===== src/adtrs_pkg.sv =====
package adtrs_pkg;
	// Register addresses on the serial link
	localparam logic [4:0] ADDR_STATUS = 5'h0c;
	localparam logic [4:0] ADDR_TRIM1 = 5'h0f;
	localparam logic [4:0] ADDR_TRIM2 = 5'h10;
	localparam logic [4:0] ADDR_TRIM3 = 5'h11;
	localparam logic [4:0] ADDR_TEST = 5'h1f;
	// Field positions
	localparam int FILT_LSB = 4;
	localparam int INTERNAL_CURRENT_REFERENCE_LSB = 0;
	localparam int COARSE_LSB = 6;
	localparam int FINE_HI_LSB = 3;
	localparam int FINE_LO_LSB = 0;
	// Reset values
	localparam logic [7:0] TRIM_RST = 8'h00;
	localparam logic [1:0] FILT_RST = 2'h0;
	// Frame length
	localparam logic [4:0] FRAME_BITS = 5'h10;
	// Fine trim codes
	localparam logic [2:0] FINE_RSVD = 3'h4;
	localparam logic [2:0] FINE_NONE = 3'h0;
	// Overcurrent filter delays in microseconds, code order 0..3
	localparam int FILT_US_0 = 950;
	localparam int FILT_US_1 = 536;
	localparam int FILT_US_2 = 234;
	localparam int FILT_US_3 = 78;
	localparam int CLK_MHZ = 250;
	localparam int FILT_CYC_0 = FILT_US_0 * CLK_MHZ;
	localparam int FILT_CYC_3 = FILT_US_3 * CLK_MHZ;
endpackage


===== src/adtrs_slave.sv =====
`timescale 1ns/1ps
`default_nettype none
module adtrs_slave (
	input wire logic i_clk,
	input wire logic i_rst,
	input wire logic i_sclk,
	input wire logic i_ss_n,
	input wire logic i_mosi,
	output logic o_miso,
	output logic o_miso_oe,
	input wire logic [7:0] i_sys_status,
	output logic [1:0] o_supply_overcurrent_filter_sel,
	output logic [3:0] o_current_reference_trim,
	output logic [1:0] o_bridge12_coarse_sense_trim,
	output logic [2:0] o_bridge34_fine_sense_trim,
	output logic [2:0] o_bridge12_fine_sense_trim,
	output logic [1:0] o_bridge34_coarse_sense_trim,
	output logic [2:0] o_highside23_sense_trim,
	output logic [2:0] o_highside1_sense_trim,
	output logic o_frame_done,
	output logic o_frame_error
);
	import adtrs_pkg::*;

	// Reserved fine code acts as no adjustment
	function automatic logic [2:0] fine_eff(input logic [2:0] c);
		fine_eff = (c == FINE_RSVD) ? FINE_NONE : c;
	endfunction

	// Three-stage sync; decisions use stages two and three only
	logic [2:0] sck_s_q, sck_s_d, ss_s_q, ss_s_d, mo_s_q, mo_s_d;
	always_comb begin
		sck_s_d = {sck_s_q[1:0], i_sclk};
		ss_s_d = {ss_s_q[1:0], i_ss_n};
		mo_s_d = {mo_s_q[1:0], i_mosi};
	end
	always_ff @(posedge i_clk) begin
		if (i_rst) begin
			sck_s_q <= 3'h0;
			ss_s_q <= 3'h7;
			mo_s_q <= 3'h0;
		end else begin
			sck_s_q <= sck_s_d;
			ss_s_q <= ss_s_d;
			mo_s_q <= mo_s_d;
		end
	end
	logic sck_rise, sck_fall, ss_fall, ss_rise, ss_act, mo_bit;
	assign sck_rise = sck_s_q[1] & ~sck_s_q[2];
	assign sck_fall = ~sck_s_q[1] & sck_s_q[2];
	assign ss_fall = ~ss_s_q[1] & ss_s_q[2];
	assign ss_rise = ss_s_q[1] & ~ss_s_q[2];
	assign ss_act = ~ss_s_q[2];
	assign mo_bit = mo_s_q[2];

	// Register bank
	logic [7:0] trim1_q, trim1_d, trim2_q, trim2_d, trim3_q, trim3_d;
	// Frame state
	logic [15:0] rx_q, rx_d;
	logic [15:0] tx_q, tx_d;
	logic [5:0] cnt_q, cnt_d;
	logic miso_q, miso_d, oe_q, oe_d, done_q, done_d, err_q, err_d;

	function automatic logic [7:0] read_reg(input logic [4:0] a, input logic [7:0] st, input logic [7:0] t1);
		if (a == ADDR_STATUS)
			read_reg = st;
		else if (a == ADDR_TRIM1)
			read_reg = {t1[FILT_LSB +: 2], 6'h00} >> 2;
		else
			read_reg = 8'h00;
	endfunction

	logic [4:0] addr_w;
	logic rw_w, par_ok;
	assign rw_w = rx_q[15];
	assign addr_w = rx_q[14:10];
	assign par_ok = ~^rx_q[15:9];

	always_comb begin
		rx_d = rx_q;
		tx_d = tx_q;
		cnt_d = cnt_q;
		miso_d = miso_q;
		oe_d = ss_act;
		done_d = 1'b0;
		err_d = 1'b0;
		trim1_d = trim1_q;
		trim2_d = trim2_q;
		trim3_d = trim3_q;
		if (ss_fall) begin
			cnt_d = 6'h00;
			tx_d = {i_sys_status, 8'h00};
			miso_d = 1'b0;
		end else if (ss_act) begin
			if (sck_rise) begin
				miso_d = tx_q[15];
				tx_d = {tx_q[14:0], 1'b0};
			end
			if (sck_fall) begin
				rx_d = {rx_q[14:0], mo_bit};
				if (cnt_q != 6'h3f)
					cnt_d = cnt_q + 6'h01;
				// Latched with the parity bit; seven reply bits have shifted out, so the slot is 14:7
				if (cnt_q == 6'h06)
					tx_d[14:7] = read_reg(rx_q[4:0], i_sys_status, trim1_q);
			end
		end
		if (ss_rise) begin
			done_d = 1'b1;
			miso_d = 1'b0;
			if (cnt_q != {1'b0, FRAME_BITS}) begin
				err_d = 1'b1;
			end else if (!rw_w) begin
				if (!par_ok) begin
					err_d = 1'b1;
				end else if (addr_w == ADDR_TRIM1) begin
					trim1_d = {2'h0, rx_q[FILT_LSB +: 2], rx_q[INTERNAL_CURRENT_REFERENCE_LSB +: 4]};
				end else if (addr_w == ADDR_TRIM2) begin
					trim2_d = rx_q[7:0];
				end else if (addr_w == ADDR_TRIM3) begin
					trim3_d = rx_q[7:0];
				end
				// Test register write is dropped: factory only
			end
		end
	end

	always_ff @(posedge i_clk) begin
		if (i_rst) begin
			trim1_q <= TRIM_RST;
			trim2_q <= TRIM_RST;
			trim3_q <= TRIM_RST;
			rx_q <= 16'h0000;
			tx_q <= 16'h0000;
			cnt_q <= 6'h00;
			miso_q <= 1'b0;
			oe_q <= 1'b0;
			done_q <= 1'b0;
			err_q <= 1'b0;
		end else begin
			trim1_q <= trim1_d;
			trim2_q <= trim2_d;
			trim3_q <= trim3_d;
			rx_q <= rx_d;
			tx_q <= tx_d;
			cnt_q <= cnt_d;
			miso_q <= miso_d;
			oe_q <= oe_d;
			done_q <= done_d;
			err_q <= err_d;
		end
	end

	// Field outputs; a second flop stage keeps outputs straight from flops
	logic [21:0] out_q, out_d;
	always_comb begin
		out_d = {trim1_q[FILT_LSB +: 2], trim1_q[INTERNAL_CURRENT_REFERENCE_LSB +: 4],
			trim2_q[COARSE_LSB +: 2], fine_eff(trim2_q[FINE_HI_LSB +: 3]), fine_eff(trim2_q[FINE_LO_LSB +: 3]),
			trim3_q[COARSE_LSB +: 2], fine_eff(trim3_q[FINE_HI_LSB +: 3]), fine_eff(trim3_q[FINE_LO_LSB +: 3])};
	end
	always_ff @(posedge i_clk) begin
		if (i_rst)
			out_q <= 22'h000000;
		else
			out_q <= out_d;
	end
	assign o_supply_overcurrent_filter_sel = out_q[21:20];
	assign o_current_reference_trim = out_q[19:16];
	assign o_bridge12_coarse_sense_trim = out_q[15:14];
	assign o_bridge34_fine_sense_trim = out_q[13:11];
	assign o_bridge12_fine_sense_trim = out_q[10:8];
	assign o_bridge34_coarse_sense_trim = out_q[7:6];
	assign o_highside23_sense_trim = out_q[5:3];
	assign o_highside1_sense_trim = out_q[2:0];
	assign o_miso = miso_q;
	assign o_miso_oe = oe_q;
	assign o_frame_done = done_q;
	assign o_frame_error = err_q;
endmodule // adtrs_slave
`default_nettype wire


===== config.mk =====
export PLATFORM = sky130hd
export DESIGN_NAME = adtrs_slave
export DESIGN_NICKNAME = d
export VERILOG_FILES = /design/src/adtrs_pkg.sv /design/src/adtrs_slave.sv
export SDC_FILE = /design/constraint.sdc
export NUM_CORES = 1
export LEC_CHECK = 0
export BUFFER_PORTS_ARGS = -buffer_cell sky130_fd_sc_hd__buf_2
export CAP_MARGIN = 15
export CORE_MARGIN = 2
export CORE_UTILIZATION = 58
export CTS_CLUSTER_DIAMETER = 150
export CTS_CLUSTER_SIZE = 20
export DETAILED_ROUTE_END_ITERATION = 10
export GPL_ROUTABILITY_DRIVEN = 1
export PLACE_DENSITY_LB_ADDON = 0.08
export SYNTH_ARGS = -nofsm -noshare
export SYNTH_HDL_FRONTEND = slang
export SYNTH_SLANG_ARGS = --single-unit

===== constraint.sdc =====
create_clock -name i_clk -period 4.35 [get_ports i_clk]
set_input_delay 0.435 -clock i_clk [delete_from_list [all_inputs] [get_ports i_clk]]
set_output_delay 0.435 -clock i_clk [all_outputs]
set_load 0.02 [all_outputs]

=== Word level (Yosys, flattened, before mapping) ===
Index checks and enable logic that the tools add are counted.

* Add/subtract/negate cells: 1
* Equal/unequal tests: 13
* Muxes and demuxes: 11
* Bitwise operators: 14
* Reduce and logical (&&, ||, !) cells: 16

{| class="wikitable"
|+ Operator list
! kind !! count
|-
| 16-bit two-way mux || 3
|-
| 8-bit two-way mux || 3
|-
| 5-bit by 4-bit equality test with 1-bit output (second input constant) || 3
|-
| 3-bit equality test (second input constant) || 4
|-
| 2-bit OR reduction || 6
|-
| 5-bit equality test (second input constant) || 2
|-
| 1-bit NOT || 10
|-
| 7-bit AND reduction || 1
|-
| 7-bit XNOR reduction || 1
|-
| 6-bit by 1-bit adder with 6-bit output (second input constant) || 1
|-
| 6-bit by 3-bit equality test with 1-bit output (second input constant) || 1
|-
| 6-bit two-way mux || 1
|-
| 6-bit by 5-bit != test with 1-bit output (second input constant) || 1
|-
| 6-bit != test (second input constant) || 1
|-
| 3-bit AND reduction || 2
|-
| 6-bit AND reduction || 1
|-
| 5-bit AND reduction || 1
|-
| 1-bit AND || 4
|-
| 1-bit two-way mux || 4
|-
| 2-bit AND reduction || 2
|-
| 3-bit OR reduction || 1
|-
| 2-bit by 1-bit != test with 1-bit output (second input constant) || 1
|-
| 2-bit nonzero test || 1
|}

* Flip-flop bits (word level): 88
* Input bits: 13
* Output and inout bits: 26
* Word-level logic and storage cells: 75

=== Depth between registers and ports, before layout ===
* Word-level depth: 7
* Gate-level depth with buffers: 8

=== Worst setup path after synthesis ===
Ideal clock, no wire load.

* Path type: flip-flop to flip-flop
* From: register cnt_q[0]
* To: register trim2_q[0]
* Arrival: 1.529 ns
* Path slack: 2.749 ns
* Stages on the path, launching flop included: 9
* Period minus slack after synthesis: 1.601 ns
* Cells stage by stage: dfxtp_1 inv_1 ha_1 nand2_1 nor4_1 and3_2 and3b_1 buf_6 mux2i_1

* Longest elaborated chain between the ends: 3

{| class="wikitable"
|+ RTL lines
! what !! RTL line !! source
|-
| from (decl) || adtrs_slave.sv:61 || <nowiki>logic [5:0] cnt_q, cnt_d;</nowiki>
|-
| from (signal assigned) || adtrs_slave.sv:146 || <nowiki>cnt_q <= cnt_d;</nowiki>
|-
| 6-bit by 5-bit != test with 1-bit output || adtrs_slave.sv:111 || <nowiki>if (cnt_q != {1'b0, FRAME_BITS}) begin</nowiki>
|-
| 1-bit NOT (no line) || n/a ||
|-
| 6-bit AND reduction (no line) || n/a ||
|-
| to (signal assigned) || adtrs_slave.sv:142 || <nowiki>trim2_q <= trim2_d;</nowiki>
|-
| to (decl) || adtrs_slave.sv:57 || <nowiki>logic [7:0] trim1_q, trim1_d, trim2_q, trim2_d, trim3_q, trim3_d;</nowiki>
|}

Every way passes these cells.
A chain may end at the register's enable or synchronous reset.

=== Worst setup path in the final report ===
* From: register ss_s_q[2]
* To: register cnt_q[4]

* Longest elaborated chain between the ends: 2
* Elaborated cells on any way between the ends: 4
* Classes of those cells: 2 x bitwise; 2 x reduce/logical

{| class="wikitable"
|+ RTL lines
! what !! RTL line !! source
|-
| from (decl) || adtrs_slave.sv:31 || <nowiki>logic [2:0] sck_s_q, sck_s_d, ss_s_q, ss_s_d, mo_s_q, mo_s_d;</nowiki>
|-
| from (signal assigned) || adtrs_slave.sv:44 || <nowiki>ss_s_q <= ss_s_d;</nowiki>
|-
| 1-bit AND / 1-bit NOT (equally long branches) || n/a ||
|-
| 2-bit OR reduction (no line) / 3-bit AND reduction (equally long branches) || n/a ||
|}

Several ways; a longest one is shown, not always the timed one.

==> flow_metrics.tcl <==
set metrics [dict create \
    outcome "completed" \
    stdcell_count 468 \
    power_mw 1.434 \
    ys.flop_type "dfxtp_1" \
    syn_avg_cell_area_um2 9.341 \
    antenna_left 0 \
    gr-total-overflow 0 \
    power.leakage_nw 1.650 \
    start_kind "register" \
    skew_ns 0.008782 \
    die_h_um 80.25 \
    finalSetupTns_ns 0 \
    r2r_end "cnt_q[4]$_SDFFE_PP0P_" \
    cts_resized 0 \
    clk_path_buf_depth 2 \
    fp.dieW_um 80.25 \
    min_path_type "in2reg" \
    layout-drive-gt1-share_pct 15.40 \
    hold-worst-slack_ns 0.2782 \
    top_usage_layer "met2" \
    r2r_cells 5 \
    io_buffers 38 \
    met3_usage_pct 3.708 \
    cts.sinks 88 \
    postRouteWirelength_mm 5.885 \
    crit_fanout 26 \
    grtUsageMet2_pct 32.00 \
    dp_slack_ns 2.186 \
    synthTopCellsByArea "dfxtp_1, nand2_1, mux2i_1" \
    peakVddDrop_uv 196.0 \
    wire_per_inst_um 12.57 \
    synth_area_um2 3372 \
    crit_start "ss_s_q[2]$_SDFF_PP1_" \
    cts_max_level 3 \
    hold_viol_final 0 \
    diodes 0 \
    place_area_um2 3561 \
    grt_max_degree 67 \
    layout_setup_ws_ns 2.168 \
    cts_setup_buffers 0 \
    cts.clk_slew.worst_paths_ns 0.08 \
    rrSetupSlack_ns 2.17 \
    grt_pass1_vias 2211 \
    end_kind "register" \
    ys.warnings.count 0 \
    maxSlewHeadroom_pct 31.88 \
    vias 2413 \
    yosysTopAreaCell "dfxtp_1" \
    critical_path_class "reg2reg" \
    dpl.hpwl_mm 3.952 \
    synth_cell_type_count 36 \
    ys_seq_elements 88 \
    final_cell_area_um2 3766 \
    seqCellArea_um2 1762 \
    synthTopCellsByCount "dfxtp_1, nand2_1, a21oi_1, nand2b_1, mux2i_1" \
    max_cap_viol_count 0 \
    std_cell_rows 27 \
    netlist_instances 361 \
    antenna_found_initial 0 \
    drtIter0Drc 96 \
    rsz0062_at_grt "no" \
    clockRootBuffer "clkbuf_8" \
    n_fill_cell 466 \
    start_util_pct 60.49 \
    cts_hold_buffers 0 \
    drc 0 \
    r2r_start "ss_s_q[2]$_SDFF_PP1_" \
    required_ns 4.58 \
    setup_viol 0 \
    clock.fmax_mhz 458.3 \
    async_reset_ff_share_pct 0 \
    dp.cells 452 \
    yosysTopAreaCellShare_pct 52.24 \
    period_needed_ns 2.182 \
    dieArea_um2 6440 \
    multi_input_area_um2 1466 \
    syn_nets 377 \
    syn_to_final_growth_pct 11.69 \
    grt_use_met1_pct 25.42 \
    cts_tree "yes" \
    clkLatencyLatePin_ns 0.34 \
    crit_arrival_ns 2.41 \
    synth_seq_area_share_pct 52.24 \
    core_area_um2 5574 \
    vias_per_cell 5.156 \
    maxSlewViolCount 0 \
    fin_nets 407 \
    drt-pass1-iter-count 4 \
    synth-edff-count 0 \
    place.gp.congestion 0.7747 \
    powerDensity_nw_per_um2 380.8 \
    grtUsageTotal_pct 19.82 \
    synth.most_common_cell "dfxtp_1" \
    finalCritPeriodShare_pct 50.16 \
    cts_buffers 9 \
    worst_pin_slew_ns 1.022 \
    cp-endpoint "cnt_q[4]$_SDFFE_PP0P_" \
    ioPinCount 39 \
    grt_pass1_wl_mm 9.963 \
    fin_util_pct 67.56 \
]
==> state kept, by name, summed over array words and instances, names as in the netlist <==
register       flops
cnt_q              6
sck_s_q            3
trim3_q            8
ss_s_q             3
rx_q              16
o_miso_oe          1
o_frame_error      1
tx_q               9
mo_s_q             3
out_q             22
o_frame_done       1
trim2_q            8
trim1_q            6
o_miso             1
==> power breakdown <==
group | switching, mW | internal [mW] | total (mW)
Clock | 0.284 | 0.287 | 0.571
Sequential | 0.00811 | 0.813 | 0.821
Combinational | 0.0223 | 0.0197 | 0.0421
==> cells in the final DEF (no fill, tap or decap), types with 13 or more instances in the layout <==
| cell | Yosys | final |
|---|---|---|
| a21oi_1 | 29 | 29 |
| buf_2 | 4 | 38 |
| dfxtp_1 | 88 | 88 |
| inv_1 | 14 | 14 |
| mux2i_1 | 23 | 23 |
| nand2_1 | 62 | 62 |
| nand2b_1 | 28 | 28 |
| nor2_1 | 20 | 20 |
| nor2b_1 | 13 | 13 |
==> layer usage <==
layer  wire [µm]  part of all wire [%]
met5           0                     0
met4          79                   1.3
met3         220                   3.7
met2        2743                    47
met1        2842                    48
==> how the worst min path moves through the flow <==
stage,startpoint,end,depth (start not counted)
detailed placement,ss_s_q[0]$_SDFF_PP1_,ss_s_q[1]$_SDFF_PP1_,1
global placement,ss_s_q[0]$_SDFF_PP1_,ss_s_q[1]$_SDFF_PP1_,1
CTS,i_ss_n,ss_s_q[0]$_SDFF_PP1_,2
global route,i_ss_n,ss_s_q[0]$_SDFF_PP1_,2
floorplan,ss_s_q[0]$_SDFF_PP1_,ss_s_q[1]$_SDFF_PP1_,1
finish,i_ss_n,ss_s_q[0]$_SDFF_PP1_,2
==> cell families after synthesis <==
family                   after synthesis  share of synthesized area [%]
AND/OR/NAND/NOR                      154                          23.41
flip-flops                            88                          52.24
adder cells (fa/ha/maj)                3                          1.113
buffers and inverters                 33                          4.267
multiplexers                          23                          6.827
AO/OA/AOI/OAI                         51                          8.942
XOR/XNOR                               9                          3.191
==> area by class of cell <==
class                           count  share of cell area (%)
Multi-Input combinational cell    240                   38.94
Sequential cell                    88                   46.78
Tap cell                           72                   2.392
Inverter                           14                   1.395
Clock buffer                       11                   3.754
Clock inverter                      5                   1.694
Timing Repair Buffer               38                   5.050
==> worst max-delay path: stages, from the launching register on <==
cell     delay [ns]
dfxtp_1        0.58
or3b_1         0.77
a31oi_4        0.35
nand4_1        0.16
xor2_1         0.15
nor2_1         0.04
Note: power is estimated with default switching activity, not from simulation.
